[config.mk]
export PLATFORM = sky130hd
export DESIGN_NAME = adcsp_port
export DESIGN_NICKNAME = d
export VERILOG_FILES = /design/src/rtl/adcsp_pkg.sv /design/src/rtl/adcsp_port.sv /design/src/rtl/adcsp_skid.sv
export VERILOG_INCLUDE_DIRS = /design/src /design/src/rtl
export SDC_FILE = /design/constraint.sdc
export NUM_CORES = 1
export LEC_CHECK = 0
export BUFFER_PORTS_ARGS = -buffer_cell sky130_fd_sc_hd__buf_2
export CAP_MARGIN = 20
export CORE_MARGIN = 2
export CORE_UTILIZATION = 62
export CTS_CLUSTER_SIZE = 25
export DETAILED_ROUTE_END_ITERATION = 10
export PLACE_DENSITY = 0.91
export SYNTH_ARGS = -nofsm -noshare
export SYNTH_HDL_FRONTEND = slang
export SYNTH_HIERARCHICAL = 1
export SYNTH_SLANG_ARGS = --single-unit
[constraint.sdc]
create_clock -name sys_clk -period 6.85 [get_ports sys_clk]
set_clock_uncertainty 0.2 [all_clocks]
set_input_delay 1.37 -clock sys_clk [delete_from_list [all_inputs] [get_ports sys_clk]]
set_output_delay 1.37 -clock sys_clk [all_outputs]
set_load 0.01 [all_outputs]
[src/rtl/adcsp_params.svh]
`ifndef ADCSP_PARAMS_SVH
`define ADCSP_PARAMS_SVH
// Register select codes
`define ADCSP_REG_STAT 4'h0
`define ADCSP_REG_CONTROL_ONE 4'h1
`define ADCSP_REG_GPIO_DIRECTION_AND_LEVEL 4'h2
`define ADCSP_REG_CONTROL_THREE 4'h3
`define ADCSP_REG_DATA 4'h4
`define ADCSP_REG_SOC 4'h5
`define ADCSP_REG_SGC 4'h6
`define ADCSP_REG_SELF_OFFSET_COEFF 4'h7
`define ADCSP_REG_SELF_GAIN_COEFF 4'h8
// Power-on values
`define ADCSP_RST_BYTE 8'h00
`define ADCSP_RST_CONTROL_ONE 8'h02
`define ADCSP_RST_GPIO_DIRECTION_AND_LEVEL 8'h0f
`define ADCSP_RST_CONTROL_THREE 8'h1e
`define ADCSP_RST_WORD 24'h000000
// Command byte fields
`define ADCSP_CMD_MODE 6
`define ADCSP_CMD_ZERO 5
`define ADCSP_CMD_CAL_HI 5
`define ADCSP_CMD_CAL_LO 4
`define ADCSP_CMD_PD 3
`define ADCSP_CMD_RATE_HI 2
`define ADCSP_CMD_RATE_LO 0
`define ADCSP_CMD_RS_HI 4
`define ADCSP_CMD_RS_LO 1
`define ADCSP_CMD_RD 0
// Control one fields
`define ADCSP_C1_UNIPOLAR 6
`define ADCSP_C1_FORMAT 2
`define ADCSP_C1_SINGLE 1
// Control two fields
`define ADCSP_C2_DIR_HI 7
`define ADCSP_C2_DIR_LO 4
`define ADCSP_C2_LVL_HI 3
`define ADCSP_C2_LVL_LO 0
// Control three fields
`define ADCSP_C3_GAIN_HI 7
`define ADCSP_C3_GAIN_LO 5
`define ADCSP_C3_DIS_HI 4
`define ADCSP_C3_DIS_LO 1
// Calibration select codes
`define ADCSP_CAL_NONE 2'h0
`define ADCSP_CAL_SELF 2'h1
`define ADCSP_CAL_SYSOFF 2'h2
`define ADCSP_CAL_SYSGAIN 2'h3
// Frame lengths and settling
`define ADCSP_LAST_BYTE 5'h07
`define ADCSP_LAST_WORD 5'h17
`define ADCSP_SETTLE_DROP 2'h3
`endif

[src/rtl/adcsp_pkg.sv]
package adcsp_pkg;
  typedef enum logic [1:0] {ADCSP_IDLE, ADCSP_CMD, ADCSP_RD, ADCSP_WR} adcsp_state_t;
endpackage

[src/rtl/adcsp_port.sv]
`timescale 1ns/10ps
`default_nettype none
`include "adcsp_params.svh"
module adcsp_port import adcsp_pkg::*; #(
  parameter int RES_BITS = 18,
  parameter bit HAS_GAIN = 1'b1
) (
  // Clock and reset
  input wire logic sys_clk,
  input wire logic sys_rst,
  // Serial pins
  input wire logic spi_cs_n,
  input wire logic spi_sclk,
  input wire logic spi_din,
  output logic rdy_dout_r,
  output logic rdy_dout_oe_n_r,
  // General-purpose pins
  input wire logic [3:0] gpio_in,
  output logic [3:0] gpio_out_r,
  output logic [3:0] gpio_oe_n_r,
  // Conversion core requests
  output logic op_start_r,
  output logic op_abort_r,
  output logic op_powerdown_r,
  output logic [1:0] op_cal_sel_r,
  output logic [2:0] op_rate_r,
  // Configuration to the core
  output logic [7:0] control_one_r,
  output logic [7:0] control_three_r,
  output logic [23:0] sys_offset_coeff_r,
  output logic [23:0] system_gain_coeff_r,
  output logic [23:0] self_offset_coeff_r,
  output logic [23:0] self_gain_coeff_r,
  // Core status
  input wire logic core_busy,
  input wire logic conv_begin,
  input wire logic cal_done,
  input wire logic [23:0] cal_offset,
  input wire logic [23:0] cal_gain,
  input wire logic cal_overrange,
  // Result stream
  input wire logic res_valid,
  input wire logic [RES_BITS-1:0] res_data,
  output logic res_ready
);
  if (RES_BITS != 18) begin : g_bad_res
    $error("adcsp_port: result path is built for 18 bits");
  end

  localparam logic signed [25:0] RES_MAX = 26'sh001ffff;
  localparam logic signed [25:0] RES_MIN = -26'sh0020000;

  // Pin synchronisers; first stages feed only second stages
  logic cs_s1, cs_s2, sclk_s1, sclk_s2, sclk_s3, din_s1, din_s2;
  logic [3:0] gpio_s1, gpio_s2;
  always_ff @(posedge sys_clk) begin
    if (sys_rst) begin
      cs_s1 <= 1'b1;
      cs_s2 <= 1'b1;
      sclk_s1 <= 1'b0;
      sclk_s2 <= 1'b0;
      sclk_s3 <= 1'b0;
      din_s1 <= 1'b0;
      din_s2 <= 1'b0;
      gpio_s1 <= 4'h0;
      gpio_s2 <= 4'h0;
    end else begin
      cs_s1 <= spi_cs_n;
      cs_s2 <= cs_s1;
      sclk_s1 <= spi_sclk;
      sclk_s2 <= sclk_s1;
      sclk_s3 <= sclk_s2;
      din_s1 <= spi_din;
      din_s2 <= din_s1;
      gpio_s1 <= gpio_in;
      gpio_s2 <= gpio_s1;
    end
  end

  logic sclk_rise, sclk_fall;
  assign sclk_rise = sclk_s2 && !sclk_s3;
  assign sclk_fall = !sclk_s2 && sclk_s3;

  // Status and data state
  logic rdy_r, rd_pend_r, sys_gain_overrange_r, over_r, under_r;
  logic [2:0] stat_rate_r;
  logic [7:0] control_two_r;
  logic [23:0] data_r;
  logic [7:0] stat_w;
  assign stat_w = {sys_gain_overrange_r, stat_rate_r, over_r, under_r, core_busy, rdy_r};

  function automatic logic reg_wide(input logic [3:0] sel);
    reg_wide = (sel >= `ADCSP_REG_DATA) && (sel <= `ADCSP_REG_SELF_GAIN_COEFF);
  endfunction

  function automatic logic [23:0] reg_read(input logic [3:0] sel);
    unique case (sel)
      `ADCSP_REG_STAT: reg_read = {16'h0000, stat_w};
      `ADCSP_REG_CONTROL_ONE: reg_read = {16'h0000, control_one_r};
      `ADCSP_REG_GPIO_DIRECTION_AND_LEVEL: reg_read = {16'h0000, control_two_r[7:4],
        (control_two_r[7:4] & control_two_r[3:0]) | (~control_two_r[7:4] & gpio_s2)};
      `ADCSP_REG_CONTROL_THREE: reg_read = {16'h0000, control_three_r};
      `ADCSP_REG_DATA: reg_read = data_r;
      `ADCSP_REG_SOC: reg_read = sys_offset_coeff_r;
      `ADCSP_REG_SGC: reg_read = system_gain_coeff_r;
      `ADCSP_REG_SELF_OFFSET_COEFF: reg_read = self_offset_coeff_r;
      `ADCSP_REG_SELF_GAIN_COEFF: reg_read = self_gain_coeff_r;
      default: reg_read = `ADCSP_RST_WORD;
    endcase
  endfunction

  // Serial engine
  adcsp_state_t st_r;
  logic [23:0] sh_r;
  logic [4:0] cnt_r;
  logic [3:0] sel_r;
  logic wide_r, wr_stb_r, op_stb_r, rd_data_done_r;
  logic [7:0] cmd_r;
  logic [23:0] wr_val_r;
  logic [7:0] byte_w;
  logic [4:0] last_w;
  assign byte_w = {sh_r[6:0], din_s2};
  assign last_w = wide_r ? `ADCSP_LAST_WORD : `ADCSP_LAST_BYTE;

  always_ff @(posedge sys_clk) begin
    wr_stb_r <= 1'b0;
    op_stb_r <= 1'b0;
    rd_data_done_r <= 1'b0;
    if (sys_rst) begin
      st_r <= ADCSP_IDLE;
      sh_r <= `ADCSP_RST_WORD;
      cnt_r <= 5'h00;
      sel_r <= 4'h0;
      wide_r <= 1'b0;
      cmd_r <= `ADCSP_RST_BYTE;
      wr_val_r <= `ADCSP_RST_WORD;
      rdy_dout_r <= 1'b1;
      rdy_dout_oe_n_r <= 1'b1;
    end else if (cs_s2) begin
      st_r <= ADCSP_IDLE;
      cnt_r <= 5'h00;
      rdy_dout_oe_n_r <= 1'b1;
    end else begin
      rdy_dout_oe_n_r <= 1'b0;
      unique case (st_r)
        ADCSP_IDLE: begin
          st_r <= ADCSP_CMD;
        end
        ADCSP_CMD: begin
          if (cnt_r == 5'h00) begin
            rdy_dout_r <= ~rdy_r;
          end
          // Leading zeros are idle clocks, so framing survives select tied low
          if (sclk_rise && !(cnt_r == 5'h00 && !din_s2)) begin
            sh_r <= {sh_r[22:0], din_s2};
            cnt_r <= cnt_r + 5'h01;
            if (cnt_r == `ADCSP_LAST_BYTE) begin
              cnt_r <= 5'h00;
              if (!byte_w[`ADCSP_CMD_MODE]) begin
                cmd_r <= byte_w;
                op_stb_r <= 1'b1;
              end else if (!byte_w[`ADCSP_CMD_ZERO]) begin
                sel_r <= byte_w[`ADCSP_CMD_RS_HI:`ADCSP_CMD_RS_LO];
                wide_r <= reg_wide(byte_w[`ADCSP_CMD_RS_HI:`ADCSP_CMD_RS_LO]);
                if (byte_w[`ADCSP_CMD_RD]) begin
                  st_r <= ADCSP_RD;
                  sh_r <= reg_read(byte_w[`ADCSP_CMD_RS_HI:`ADCSP_CMD_RS_LO])
                    << (reg_wide(byte_w[`ADCSP_CMD_RS_HI:`ADCSP_CMD_RS_LO]) ? 5'h00 : 5'h10);
                end else begin
                  st_r <= ADCSP_WR;
                end
              end
            end
          end
        end
        ADCSP_RD: begin
          if (sclk_fall) begin
            rdy_dout_r <= sh_r[23];
            sh_r <= {sh_r[22:0], 1'b0};
          end
          if (sclk_rise) begin
            cnt_r <= cnt_r + 5'h01;
            if (cnt_r == last_w) begin
              cnt_r <= 5'h00;
              st_r <= ADCSP_CMD;
              rd_data_done_r <= (sel_r == `ADCSP_REG_DATA);
            end
          end
        end
        ADCSP_WR: begin
          if (sclk_rise) begin
            sh_r <= {sh_r[22:0], din_s2};
            cnt_r <= cnt_r + 5'h01;
            if (cnt_r == last_w) begin
              cnt_r <= 5'h00;
              st_r <= ADCSP_CMD;
              wr_stb_r <= 1'b1;
              wr_val_r <= {sh_r[22:0], din_s2};
            end
          end
        end
      endcase
    end
  end

  // Operation requests to the core
  logic start_w;
  assign start_w = op_stb_r && !cmd_r[`ADCSP_CMD_PD];
  always_ff @(posedge sys_clk) begin
    if (sys_rst) begin
      op_start_r <= 1'b0;
      op_abort_r <= 1'b0;
      op_powerdown_r <= 1'b0;
      op_cal_sel_r <= `ADCSP_CAL_NONE;
      op_rate_r <= 3'h0;
      stat_rate_r <= 3'h0;
    end else begin
      op_start_r <= start_w;
      op_powerdown_r <= op_stb_r && cmd_r[`ADCSP_CMD_PD];
      op_abort_r <= op_stb_r && core_busy;
      if (start_w) begin
        op_cal_sel_r <= cmd_r[`ADCSP_CMD_CAL_HI:`ADCSP_CMD_CAL_LO];
        op_rate_r <= cmd_r[`ADCSP_CMD_RATE_HI:`ADCSP_CMD_RATE_LO];
        stat_rate_r <= cmd_r[`ADCSP_CMD_RATE_HI:`ADCSP_CMD_RATE_LO];
      end
    end
  end

  // Register file; a calibration result beats a host write in the same cycle
  always_ff @(posedge sys_clk) begin
    if (sys_rst) begin
      control_one_r <= `ADCSP_RST_CONTROL_ONE;
      control_two_r <= `ADCSP_RST_GPIO_DIRECTION_AND_LEVEL;
      control_three_r <= `ADCSP_RST_CONTROL_THREE;
      sys_offset_coeff_r <= `ADCSP_RST_WORD;
      system_gain_coeff_r <= `ADCSP_RST_WORD;
      self_offset_coeff_r <= `ADCSP_RST_WORD;
      self_gain_coeff_r <= `ADCSP_RST_WORD;
      sys_gain_overrange_r <= 1'b0;
    end else begin
      if (wr_stb_r) begin
        unique case (sel_r)
          `ADCSP_REG_CONTROL_ONE: control_one_r <= wr_val_r[7:0];
          `ADCSP_REG_GPIO_DIRECTION_AND_LEVEL: control_two_r <= wr_val_r[7:0];
          `ADCSP_REG_CONTROL_THREE: control_three_r <= wr_val_r[7:0];
          `ADCSP_REG_SOC: sys_offset_coeff_r <= wr_val_r;
          `ADCSP_REG_SGC: system_gain_coeff_r <= wr_val_r;
          `ADCSP_REG_SELF_OFFSET_COEFF: self_offset_coeff_r <= wr_val_r;
          `ADCSP_REG_SELF_GAIN_COEFF: self_gain_coeff_r <= wr_val_r;
          default: ;
        endcase
      end
      if (cal_done) begin
        unique case (op_cal_sel_r)
          `ADCSP_CAL_SELF: begin
            self_offset_coeff_r <= cal_offset;
            self_gain_coeff_r <= cal_gain;
          end
          `ADCSP_CAL_SYSOFF: sys_offset_coeff_r <= cal_offset;
          `ADCSP_CAL_SYSGAIN: begin
            system_gain_coeff_r <= cal_gain;
            sys_gain_overrange_r <= cal_overrange;
          end
          default: ;
        endcase
      end
    end
  end

  // Pins follow the direction and level nibbles
  always_ff @(posedge sys_clk) begin
    if (sys_rst) begin
      gpio_out_r <= 4'(`ADCSP_RST_GPIO_DIRECTION_AND_LEVEL);
      gpio_oe_n_r <= 4'hf;
    end else begin
      gpio_out_r <= control_two_r[`ADCSP_C2_LVL_HI:`ADCSP_C2_LVL_LO];
      gpio_oe_n_r <= ~control_two_r[`ADCSP_C2_DIR_HI:`ADCSP_C2_DIR_LO];
    end
  end

  // Result path: buffer lets a data readout stall the core without loss
  logic buf_valid, take_w, drain_rdy;
  logic [RES_BITS-1:0] buf_data;
  assign drain_rdy = !(st_r == ADCSP_RD && sel_r == `ADCSP_REG_DATA);
  assign take_w = buf_valid && drain_rdy;

  adcsp_skid #(.WIDTH(RES_BITS)) u_skid (
    .sys_clk(sys_clk),
    .sys_rst(sys_rst),
    .in_valid(res_valid),
    .in_data(res_data),
    .in_ready(res_ready),
    .out_valid(buf_valid),
    .out_data(buf_data),
    .out_ready(drain_rdy)
  );

  // Gain with clipping: {over, under, value}
  function automatic logic [RES_BITS+1:0] gain_clip(input logic [RES_BITS-1:0] v,
                                                   input logic [2:0] g);
    logic signed [25:0] ext;
    ext = 26'(signed'(v)) <<< (HAS_GAIN ? g : 3'h0);
    if (ext > RES_MAX) begin
      gain_clip = {2'b10, RES_MAX[RES_BITS-1:0]};
    end else if (ext < RES_MIN) begin
      gain_clip = {2'b01, RES_MIN[RES_BITS-1:0]};
    end else begin
      gain_clip = {2'b00, ext[RES_BITS-1:0]};
    end
  endfunction

  logic [RES_BITS+1:0] clip_w;
  logic [RES_BITS-1:0] fmt_w;
  logic [1:0] settle_r;
  logic load_w;
  assign clip_w = gain_clip(buf_data, control_three_r[`ADCSP_C3_GAIN_HI:`ADCSP_C3_GAIN_LO]);
  assign fmt_w = (control_one_r[`ADCSP_C1_UNIPOLAR] || control_one_r[`ADCSP_C1_FORMAT])
    ? {~clip_w[RES_BITS-1], clip_w[RES_BITS-2:0]} : clip_w[RES_BITS-1:0];
  assign load_w = take_w && (settle_r == 2'h0);

  // Continuous mode hides the filter's first unsettled results
  always_ff @(posedge sys_clk) begin
    if (sys_rst) begin
      settle_r <= 2'h0;
    end else if (op_start_r && op_cal_sel_r == `ADCSP_CAL_NONE) begin
      settle_r <= control_one_r[`ADCSP_C1_SINGLE] ? 2'h0 : `ADCSP_SETTLE_DROP;
    end else if (take_w && settle_r != 2'h0) begin
      settle_r <= settle_r - 2'h1;
    end
  end

  always_ff @(posedge sys_clk) begin
    if (sys_rst) begin
      data_r <= `ADCSP_RST_WORD;
      over_r <= 1'b0;
      under_r <= 1'b0;
    end else if (load_w) begin
      data_r <= {{(24 - RES_BITS){1'b0}}, fmt_w};
      over_r <= clip_w[RES_BITS+1];
      under_r <= clip_w[RES_BITS];
    end
  end

  // Ready flag; a new result wins over a clear
  always_ff @(posedge sys_clk) begin
    if (sys_rst) begin
      rdy_r <= 1'b0;
      rd_pend_r <= 1'b0;
    end else if (load_w) begin
      rdy_r <= 1'b1;
      rd_pend_r <= 1'b0;
    end else if (rd_data_done_r && core_busy) begin
      rdy_r <= 1'b0;
      rd_pend_r <= 1'b0;
    end else if (rd_data_done_r) begin
      rd_pend_r <= 1'b1;
    end else if (rd_pend_r && conv_begin) begin
      rdy_r <= 1'b0;
      rd_pend_r <= 1'b0;
    end
  end

  property p_cs_release;
    @(posedge sys_clk) disable iff (sys_rst) cs_s2 |=> rdy_dout_oe_n_r && st_r == ADCSP_IDLE;
  endproperty
  a_cs_release: assert property (p_cs_release) else $error("output not released");

  property p_write_on_rise;
    @(posedge sys_clk) disable iff (sys_rst)
      !cs_s2 && st_r == ADCSP_WR && sclk_rise && cnt_r == last_w |=> wr_stb_r ##1 !wr_stb_r;
  endproperty
  a_write_on_rise: assert property (p_write_on_rise) else $error("write not taken");

  property p_out_on_fall;
    @(posedge sys_clk) disable iff (sys_rst)
      st_r == ADCSP_RD && $past(st_r) == ADCSP_RD && $changed(rdy_dout_r) |-> $past(sclk_fall);
  endproperty
  a_out_on_fall: assert property (p_out_on_fall) else $error("output moved off fall");

  property p_msb_first;
    @(posedge sys_clk) disable iff (sys_rst)
      !cs_s2 && st_r == ADCSP_RD && sclk_fall |=> rdy_dout_r == $past(sh_r[23]);
  endproperty
  a_msb_first: assert property (p_msb_first) else $error("bit order wrong");

  property p_status_level;
    @(posedge sys_clk) disable iff (sys_rst)
      !cs_s2 && st_r == ADCSP_CMD && cnt_r == 5'h00 |=> rdy_dout_r == !$past(rdy_r);
  endproperty
  a_status_level: assert property (p_status_level) else $error("status level wrong");

  property p_op_decode;
    @(posedge sys_clk) disable iff (sys_rst)
      start_w |=> op_start_r && op_rate_r == $past(cmd_r[2:0]) && !op_powerdown_r;
  endproperty
  a_op_decode: assert property (p_op_decode) else $error("operation mis-decoded");

  property p_start_sync;
    @(posedge sys_clk) disable iff (sys_rst)
      !cs_s2 && st_r == ADCSP_CMD && cnt_r == 5'h00 && sclk_rise && !din_s2 |=> cnt_r == 5'h00;
  endproperty
  a_start_sync: assert property (p_start_sync) else $error("zero start bit counted");

  property p_ready_set;
    @(posedge sys_clk) disable iff (sys_rst) load_w |=> rdy_r && stat_w[0];
  endproperty
  a_ready_set: assert property (p_ready_set) else $error("ready not set");

  property p_ready_clear;
    @(posedge sys_clk) disable iff (sys_rst) rd_data_done_r && core_busy && !load_w |=> !rdy_r;
  endproperty
  a_ready_clear: assert property (p_ready_clear) else $error("ready not cleared");

  property p_gpio;
    @(posedge sys_clk) disable iff (sys_rst)
      wr_stb_r && sel_r == `ADCSP_REG_GPIO_DIRECTION_AND_LEVEL |=> ##1 gpio_oe_n_r == ~$past(wr_val_r[7:4], 2);
  endproperty
  a_gpio: assert property (p_gpio) else $error("pin direction wrong");

  property p_abort;
    @(posedge sys_clk) disable iff (sys_rst) op_stb_r && core_busy |=> op_abort_r;
  endproperty
  a_abort: assert property (p_abort) else $error("abort missing");

  c_read_data: cover property (@(posedge sys_clk) disable iff (sys_rst) rd_data_done_r);
  c_write: cover property (@(posedge sys_clk) disable iff (sys_rst) wr_stb_r);
  c_start: cover property (@(posedge sys_clk) disable iff (sys_rst) op_start_r);
  c_stall: cover property (@(posedge sys_clk) disable iff (sys_rst) buf_valid && !drain_rdy);
endmodule
`default_nettype wire

[src/rtl/adcsp_skid.sv]
`timescale 1ns/10ps
`default_nettype none
module adcsp_skid #(
  parameter int WIDTH = 20
) (
  // Clock and reset
  input wire logic sys_clk,
  input wire logic sys_rst,
  // Fill side
  input wire logic in_valid,
  input wire logic [WIDTH-1:0] in_data,
  output logic in_ready,
  // Drain side
  output logic out_valid,
  output logic [WIDTH-1:0] out_data,
  input wire logic out_ready
);
  logic [WIDTH-1:0] mem [2];
  logic wr_ptr_r;
  logic rd_ptr_r;
  logic [1:0] cnt_r;
  logic [1:0] cnt_nxt;
  logic push;
  logic pop;

  if (WIDTH < 1) begin : g_bad_width
    $error("adcsp_skid: WIDTH must be at least 1");
  end

  assign push = in_valid && in_ready;
  assign pop = out_valid && out_ready;
  assign out_data = mem[rd_ptr_r];

  always_comb begin
    cnt_nxt = cnt_r;
    if (push && !pop) begin
      cnt_nxt = cnt_r + 2'h1;
    end else if (pop && !push) begin
      cnt_nxt = cnt_r - 2'h1;
    end
  end

  always_ff @(posedge sys_clk) begin
    if (sys_rst) begin
      cnt_r <= 2'h0;
      wr_ptr_r <= 1'b0;
      rd_ptr_r <= 1'b0;
      in_ready <= 1'b0;
      out_valid <= 1'b0;
    end else begin
      cnt_r <= cnt_nxt;
      in_ready <= (cnt_nxt != 2'h2);
      out_valid <= (cnt_nxt != 2'h0);
      if (push) begin
        wr_ptr_r <= ~wr_ptr_r;
      end
      if (pop) begin
        rd_ptr_r <= ~rd_ptr_r;
      end
    end
  end

  // Storage needs no reset; the count guards it
  always_ff @(posedge sys_clk) begin
    if (push) begin
      mem[wr_ptr_r] <= in_data;
    end
  end
endmodule
`default_nettype wire

== Word-level counts from Yosys, hierarchy flattened ==
Memories as Yosys holds them, arrays and structs flattened. A register that Yosys moved wholly into a read port is not among the register bits.
Cells that the tools add are included.

* Add/subtract/negate cells: 4
* Magnitude comparators: 4
* Equality and inequality tests: 35
* Shift-type cells: 2
* Multiplexer cells: 71
* Bitwise gates (word level): 18
* Reduce and logical (&&, ||, !) cells: 58

{| class="wikitable"
|+ Operator list
! cell !! number
|-
| 24-bit two-way mux || 31
|-
| 24-bit one-hot mux with 9 select lines || 1
|-
| 24-bit one-hot mux with 3 select lines || 1
|-
| 4-bit by 3-bit == test with 1-bit output (second input constant) || 8
|-
| 5-bit two-way mux || 6
|-
| 26-bit by 18-bit greater-than comparator with 1-bit output (second input constant) || 1
|-
| 26-bit by 18-bit less-than comparator with 1-bit output (second input constant) || 1
|-
| 18-bit by 3-bit <<< shifter with 26-bit output || 1
|-
| 24-bit by 5-bit left shift with 24-bit output || 1
|-
| 2-bit two-way mux || 11
|-
| 20-bit two-way mux || 1
|-
| 19-bit two-way mux || 1
|-
| 1-bit logical AND || 18
|-
| 18-bit two-way mux || 1
|-
| 4-bit by 2-bit == test with 1-bit output (second input constant) || 4
|-
| 2-bit != test (second input constant) || 8
|-
| 1-bit two-way mux || 15
|-
| 1-bit inverter || 14
|-
| 6-bit AND reduction || 2
|-
| 2-bit nonzero test || 6
|-
| 5-bit one-hot mux with 2 select lines || 1
|-
| 2-bit AND reduction || 5
|-
| 5-bit AND reduction || 2
|-
| 5-bit OR reduction || 2
|-
| 29 further kinds || 50
|}

* Bits in registers: 253
* Bits in writable memories: 36
* Output and inout bits: 131
* Memories: 1

{| class="wikitable"
|+ Memory list
! memory !! words !! bits a word !! rd ports !! clocked after memory_dff !! wr ports !! RTL line !! RTL
|-
| u_skid.mem || 2 || 18 || 1 || 1 || 1 || adcsp_skid.sv:18 || <nowiki>logic [WIDTH-1:0] mem [2];</nowiki>
|}

== Depth between registers and ports, before layout ==
Gate-level depths: netlist (run 1).

* Depth in word-level cells: 19
* Mapped depth: 9

== Hierarchy ==
The synthesis (run 1) kept the hierarchy.

{| class="wikitable"
|+ Modules (own cells, without submodules)
! module !! instances !! cells each !! area each (um^2)
|-
| adcsp_port || 1 || 1306 || 12450.7
|-
| adcsp_skid || 1 || 90 || 1607.8
|}

== Worst setup path before layout (run 1) ==
Ideal clock, no wire load.

* Path kind: input to register
* From: input port res_valid
* To: memory u_skid/mem[0][0] in the netlist's numbering, enable pin
* Setup time: 0.393 ns
* Arrival time: 2.242 ns
* Data required time: 6.257 ns
* Path slack: 4.015 ns
* Cell stages on the path: 2
* Buffers on the path: 0
* Path through: nand2_2 > nor2_1

* Cells in the longest elaborated chain, start to end: 3

{| class="wikitable"
|+ RTL lines
! element !! RTL line !! RTL
|-
| start, declared || adcsp_port.sv:42 || <nowiki>input wire logic res_valid,</nowiki>
|-
| 1-bit logical AND || adcsp_skid.sv:30 || <nowiki>assign push = in_valid && in_ready;</nowiki>
|-
| 1-bit two-way mux || adcsp_skid.sv:65 || <nowiki>if (push) begin</nowiki>
|-
| 1-bit two-way mux (not written as such) || adcsp_skid.sv:66 || <nowiki>mem[wr_ptr_r] <= in_data;</nowiki>
|-
| end, declared || adcsp_skid.sv:18 ||
|}

No other way between the ends.

==> out/results.txt, run 1 <==
status - complete, no violations
Clock H-tree levels - 1
Final setup viols - 0
final hold violation count - 0
Initial Utilization - 0.627
yosys warns - 6
Die W - 155 µm
syn avg cell area - 10.1 µm²
TritonCTS buffer count - 28
Max Root-Sink Buffers - 3
First-pass DRT Iterations - 6
vias in the first global route - 11,901
startpoint types - register
post-DP HPWL - 28,200 µm
fill count - 1,490
Min Hold Slack - 0.221 ns
dpl ws - 3.13 ns
reg2reg end - data_r[7]
Yosys top cell area share - 0.362
DRC - 0
Crit Path Category - reg -> reg
Hold Crit Endpoint - cs_s2
Static Leak - 6.04 nW
worst setup margin - 3.27 ns
CP max-delay cell - dfxtp_1
fin. max-slew vios - 0
DR WL/cell - 22.8 µm
CTS Sinks - 290
RSZ-0062 raised after global routing - false
largest net degree at the start of global routing - 97
Vias - 12,450
r2r worst-path depth - 5
worst path cell trace - mux2_2 -> and3_1 -> nor4b_4 -> nand2_1 -> o21ai_0
Post-CTS Setup Bufs - 0
worst endpoint required time - 7.10 ns
share of flip-flops with an asynchronous set or reset - 0
Layout Nets - 1,629
DRT antenna net count - 0
Syn Inst Count - 1,396
initial antenna violation count - 4
Port Buf Inserts - 210
DIE AREA - 23,900 µm²
flop-to-flop setup slack - 3.27 ns
post-synthesis instance area - 14,100 µm²
Detailed Route Iter0 Violations - 1,676
GR Overflow Total - 0
EDFF count, synth - 36
pwr/cell area - 256 nW/µm²
CTS tree - done
first-pass GRT wire length - 65,500 µm
data arrival time of the critical path - 3.82 ns
Clk Latency, worst-skew pair - 0.55 ns
worst-path maximum fanout - 18
final non-filler cell area - 16,100 µm²
setup tns final - 0 ns
top-level port count - 211
Worst path max stage delay - 0.83 ns
RePlAce Congestion - 0.969
Synth Net Count - 1,482
most frequent cells in the layout - 252 x dfxtp_1, 218 x nor2_1, 209 x buf_2, 179 x mux2i_1, 107 x a211oi_1
cts hold-fix bufs - 0
Reg clk slew, reported paths - 0.06 ns
Layout Cells excl Fill - 1,851
hold crit path type - reg -> reg
row cnt - 55
Area after DPL - 15,100 µm²
most common cell after layout, fill and taps aside - dfxtp_1
Die Y-Extent - 155 µm
cell taking the most area after synthesis - dfxtp_1
Synth Flop Type - dfxtp_1
GR Util All Layers - 0.343
period utilization - 0.522
flops & latches, synth - 290
Area growth, synth to finish - 14.6%
synth unique cells - 92
measured slew at the worst slew-check pin - 1.16 ns
Root Driver - clkbuf_16
Max Cap Viol - 0
hold path startpoint - cs_s1
layout cells sized above 1 - 0.262
Hold Path Depth - 1
post-CTS sizing - 0
f_max - 280 MHz
Worst slew margin - 0.225
top post-synthesis cells by area - dfxtp_1 36%, mux2i_1 13%, edfxtp_1 7.7%
Worst Setup End Kind - register
Peak VDD IR - 0.000237 V
Inst Count DP - 1,796
post-synthesis sequential area ratio - 0.439
drt via density - 6.73
Core Area - 22,400 µm²
minimum clock period - 3.58 ns
aggregate routed wire length - 42,200 µm
[critical path, delay by kind of cell, from the launching register on]
| kind | cells | cell delay [ns] |
|---|---|---|
| simple gates | 3 | 1.54 |
| flops | 1 | 0.83 |
| mux | 1 | 0.51 |
| compound gates | 1 | 0.38 |
[cell usage after synthesis (10+ instances only)]
| cell | number |
|---|---|
| mux2i_1 | 179 |
| nand2b_1 | 13 |
| o21ai_0 | 20 |
| o211ai_1 | 15 |
| o21ai_2 | 10 |
| inv_1 | 18 |
| mux2_2 | 52 |
| mux4_2 | 21 |
| nor3_1 | 10 |
| a21oi_1 | 38 |
| a311oi_1 | 10 |
| a211o_1 | 10 |
| a211oi_1 | 107 |
| nor2b_1 | 28 |
| nor3b_1 | 10 |
| nor2_1 | 218 |
| edfxtp_1 | 36 |
| buf_4 | 12 |
| nand2_1 | 51 |
| nand3_1 | 19 |
| clkbuf_1 | 63 |
| buf_2 | 23 |
| dfxtp_1 | 254 |
| a32oi_1 | 17 |
[stage by stage]
stage / power (mW) / utilization
floorplan: 2.35 / -
global placement: 2.50 / 0.673
detailed placement: 2.52 / 0.673
CTS: 4.10 / 0.717
global route: 4.24 / 0.718
finish: 4.13 / 0.718
[cell type report]
| class | count | area [µm²] | area share |
|---|---|---|---|
| diodes | 1 | 2.50 | 0.000155 |
| clock buffers | 40 | 858 | 0.0533 |
| clock inverters | 12 | 111 | 0.00691 |
| inverters | 21 | 78.8 | 0.00489 |
| multi-input cells | 970 | 7290 | 0.452 |
| flip-flops and latches | 290 | 6170 | 0.383 |
| well taps | 285 | 357 | 0.0221 |
| repair buffers | 232 | 1250 | 0.0774 |
[layer usage]
metal  up-vias  wire (µm)  share of wire  global-route usage
li1       5440          -              -                   -
met1      5879      16200           0.38               0.454
met2       921      18700           0.44               0.525
met3       204       5100           0.12              0.0843
met4         6       2140          0.051               0.174
met5         -         41        0.00097                   0
[cell families after synthesis]
logic type      after synthesis  synth area share
simple gates                410             0.141
compound gates              292             0.160
flops                       290             0.439
mux                         253             0.204
buf+inv                     136            0.0458
xor+xnor                      9           0.00561
fa+ha+maj                     6           0.00534
[state kept, by name, summed over array words and instances, names as in the netlist, 18 cells and up, named ones only]
register and count:
data_r 18, self_gain_coeff_r 24, self_offset_coeff_r 24, sh_r 24, sys_offset_coeff_r 24, system_gain_coeff_r 24, u_skid/mem 36, wr_val_r 24
[where the power goes]
part	switching [mW]	internal (mW)	total, mW
registers	0.102	1.81	1.92
logic	0.332	0.268	0.600
clock network	0.669	0.944	1.61
[worst max path at each step]
stage / startpoint / to / depth (start not counted)
global route: register / data_r[7] / 6
CTS: register / data_r[7] / 6
global placement: sys_rst / data_r[4] / 5
finish: register / data_r[7] / 5
floorplan: res_valid / u_skid/mem[0][0] / 2
detailed placement: sys_rst / data_r[10] / 5
Note: power is estimated with default switching activity, not from simulation.
==> inputs of run 2 (changes only) <==
--- a/config.mk
+++ b/config.mk
@@ -6,13 +6,14 @@
 export SDC_FILE = /design/constraint.sdc
 export NUM_CORES = 1
 export LEC_CHECK = 0
+export ABC_AREA = 1
 export BUFFER_PORTS_ARGS = -buffer_cell sky130_fd_sc_hd__buf_2
 export CAP_MARGIN = 20
 export CORE_MARGIN = 2
-export CORE_UTILIZATION = 62
+export CORE_UTILIZATION = 52
 export CTS_CLUSTER_SIZE = 25
 export DETAILED_ROUTE_END_ITERATION = 10
-export PLACE_DENSITY = 0.91
+export PLACE_DENSITY = 0.82
 export SYNTH_ARGS = -nofsm -noshare
 export SYNTH_HDL_FRONTEND = slang
 export SYNTH_HIERARCHICAL = 1
==> constraint.sdc (replaced) <==
create_clock -name sys_clk -period 2.9 [get_ports sys_clk]
set_clock_uncertainty 0.2 [all_clocks]
set_input_delay 0.58 -clock sys_clk [delete_from_list [all_inputs] [get_ports sys_clk]]
set_output_delay 0.58 -clock sys_clk [all_outputs]
set_load 0.01 [all_outputs]
==> run 2 against run 1 <==
Compared with the run above:
- sequential share of layout area decreased by 0.27 points
- global-route usage decreased by 3.7 points
- setup slack got worse by 3.0 ns
- highest routed layer is now met4
- cell count increased by 33%
- largest cell class unchanged
- first-iteration DRC count increased by 12%
==> out/results.txt, run 2 <==
worst-path maximum fanout - 13 (was 18)
Clk Latency, worst-skew pair - 0.57 ns (was 0.55 ns)
DIE AREA - 28,100 µm² (was 23,900 µm²)
syn avg cell area - 7.18 µm² (was 10.1 µm²)
worst setup margin - 0.320 ns (was 3.27 ns)
worst endpoint required time - 3.12 ns (was 7.10 ns)
DRC - 0 (unchanged)
startpoint types - register (unchanged)
pwr/cell area - 640 nW/µm² (was 256 nW/µm²)
# diodes - 0 (was 1)
status - complete, no violations (unchanged)
Synth Flop Type - dfxtp_1 (unchanged)
vias in the first global route - 12,599 (was 11,901)
yosys warns - 6 (unchanged)
layout cells sized above 1 - 0.176 (was 0.262)
Worst Setup End Kind - register (unchanged)
dpl ws - 0.349 ns (was 3.13 ns)
fin. max-slew vios - 0 (unchanged)
post-DP HPWL - 30,400 µm (was 28,200 µm)
CTS tree - done (unchanged)
Vias - 13,974 (was 12,450)
Max Cap Viol - 0 (unchanged)
Static Leak - 7.81 nW (was 6.04 nW)
share of flip-flops with an asynchronous set or reset - 0 (unchanged)
Final setup viols - 0 (unchanged)
First-pass DRT Iterations - 9 (was 6)
largest net degree at the start of global routing - 97 (unchanged)
RSZ-0062 raised after global routing - false (unchanged)
first-pass GRT wire length - 69,200 µm (was 65,500 µm)
RePlAce Congestion - 0.960 (was 0.969)
setup tns final - 0 ns (unchanged)
Max Root-Sink Buffers - 3 (unchanged)
drt via density - 5.68 (was 6.73)
top post-synthesis cells by area - dfxtp_1 37%, nand2_1 11%, o21ai_0 11% (was dfxtp_1 36%, mux2i_1 13%, edfxtp_1 7.7%)
Port Buf Inserts - 210 (unchanged)
hold crit path type - in -> reg (was reg -> reg)
fill count - 2,313 (was 1,490)
DRT antenna net count - 0 (unchanged)
leading cell types by count after synthesis - 424 x nand2_1, 303 x o21ai_0, 259 x inv_1, 254 x dfxtp_1, 230 x a21oi_1 (was 254 x dfxtp_1, 218 x nor2_1, 179 x mux2i_1, 107 x a211oi_1, 63 x clkbuf_1)
DR WL/cell - 17.8 µm (was 22.8 µm)
Post-CTS Setup Bufs - 0 (unchanged)
cell taking the most area after synthesis - dfxtp_1 (unchanged)
Core Area - 26,100 µm² (was 22,400 µm²)
Die Y-Extent - 168 µm (was 155 µm)
Root Driver - clkbuf_16 (unchanged)
Synth Net Count - 2,024 (was 1,482)
most frequent cells in the layout - 424 x nand2_1, 303 x o21ai_0, 258 x inv_1, 254 x dfxtp_1, 230 x a21oi_1 (was 252 x dfxtp_1, 218 x nor2_1, 209 x buf_2, 179 x mux2i_1, 107 x a211oi_1)
EDFF count, synth - 36 (unchanged)
cts hold-fix bufs - 0 (unchanged)
row cnt - 59 (was 55)
post-synthesis instance area - 13,900 µm² (was 14,100 µm²)
post-CTS sizing - 0 (unchanged)
f_max - 388 MHz (was 280 MHz)
TritonCTS buffer count - 31 (was 28)
CTS Sinks - 290 (unchanged)
Area growth, synth to finish - 16.6% (was 14.6%)
post-synthesis sequential area ratio - 0.443 (was 0.439)
Initial Utilization - 0.532 (was 0.627)
final hold violation count - 0 (unchanged)
top-level port count - 211 (unchanged)
data arrival time of the critical path - 2.80 ns (was 3.82 ns)
Syn Inst Count - 1,938 (was 1,396)
synth unique cells - 45 (was 92)
Reg clk slew, reported paths - 0.06 ns (about the same)
Die W - 168 µm (was 155 µm)
GR Overflow Total - 0 (unchanged)
period utilization - 0.890 (was 0.522)
measured slew at the worst slew-check pin - 0.592 ns (was 1.16 ns)
Worst slew margin - 0.606 (was 0.225)
most common cell in the netlist - nand2_1 (was dfxtp_1)
Detailed Route Iter0 Violations - 1,884 (was 1,676)
most common cell after layout, fill and taps aside - nand2_1 (was dfxtp_1)
Yosys top cell area share - 0.366 (was 0.362)
flops & latches, synth - 290 (unchanged)
initial antenna violation count - 0 (was 4)
most flop-heavy register - u_skid/mem (unchanged)
Clock H-tree levels - 1 (unchanged)
Layout Nets - 2,185 (was 1,629)
utilization after layout - 0.621 (was 0.718)
GR Util All Layers - 0.306 (was 0.343)
aggregate routed wire length - 43,700 µm (was 42,200 µm)
Peak VDD IR - 0.000624 V (was 0.000237 V)
Crit Path Category - reg -> reg (unchanged)
max reg flops - 36 (unchanged)
minimum clock period - 2.58 ns (was 3.58 ns)
## run 2: final timing paths
kind,from,to,slack (ns),depth (start not counted)
worst max-delay path,register,data_r[3],0.32,12
worst min register to register,sclk_s1,sclk_s2,0.21,2
worst min-delay path,spi_cs_n,cs_s1,0.01,2
worst max register to register,register,data_r[3],0.32,12
## run 2: cell families after synthesis
logic type | Yosys count | share of synthesized area
mux | 18 | 0.0173
fa+ha+maj | 6 | 0.00540
flops | 290 | 0.443
xor+xnor | 2 | 0.00126
compound gates | 580 | 0.216
simple gates | 655 | 0.203
buf+inv | 387 | 0.114
## run 2: worst max-delay path: stages (launching register included)
cell	delay, ns
dfxtp_1	0.58
buf_4	0.22
mux2_4	0.32
nand2_1	0.11
nand3_1	0.13
nand3_1	0.10
nand3_1	0.07
nor2_1	0.13
nand3_2	0.08
nand2_2	0.11
nand2_2	0.20
nand2_1	0.13
a21oi_1	0.06
## run 2: final cells by class
type,instances,area [µm²],share of cell area
Multi-Input combinational cell,1261,6170,0.381
Tap cell,335,419,0.0258
Inverter,276,1040,0.0640
Sequential cell,290,6170,0.380
Clock inverter,15,238,0.0147
Clock buffer,43,862,0.0532
Timing Repair Buffer,239,1320,0.0815
## run 2: where the power goes
part,total [mW],switching (mW),internal (mW),leakage [nW]
logic,1.62,0.988,0.633,4.88
registers,4.48,0.161,4.32,2.39
clock network,4.28,1.67,2.61,0.536
total,10.4,2.82,7.57,7.81
## run 2: per-layer routing
layer | up-vias | part of all wire | global-route usage
li1 | 6647 | - | -
met1 | 6366 | 0.42 | 0.443
met2 | 857 | 0.43 | 0.458
met3 | 104 | 0.12 | 0.0522
met4 | 0 | 0.035 | 0.113
met5 | - | 0 | 0
## run 2: metrics by stage
stage	cell area [µm²]	cells	total power, mW	hold slack (ns)
2_1_floorplan	13900	1938	5.76	0.179
3_3_place_gp	15100	2401	6.08	0.195
3_5_place_dp	15100	2401	6.13	0.201
4_1_cts	16200	2459	10.4	0.00188
5_1_grt	16200	2459	10.8	0.00679
6_report	16200	2459	10.4	0.0114
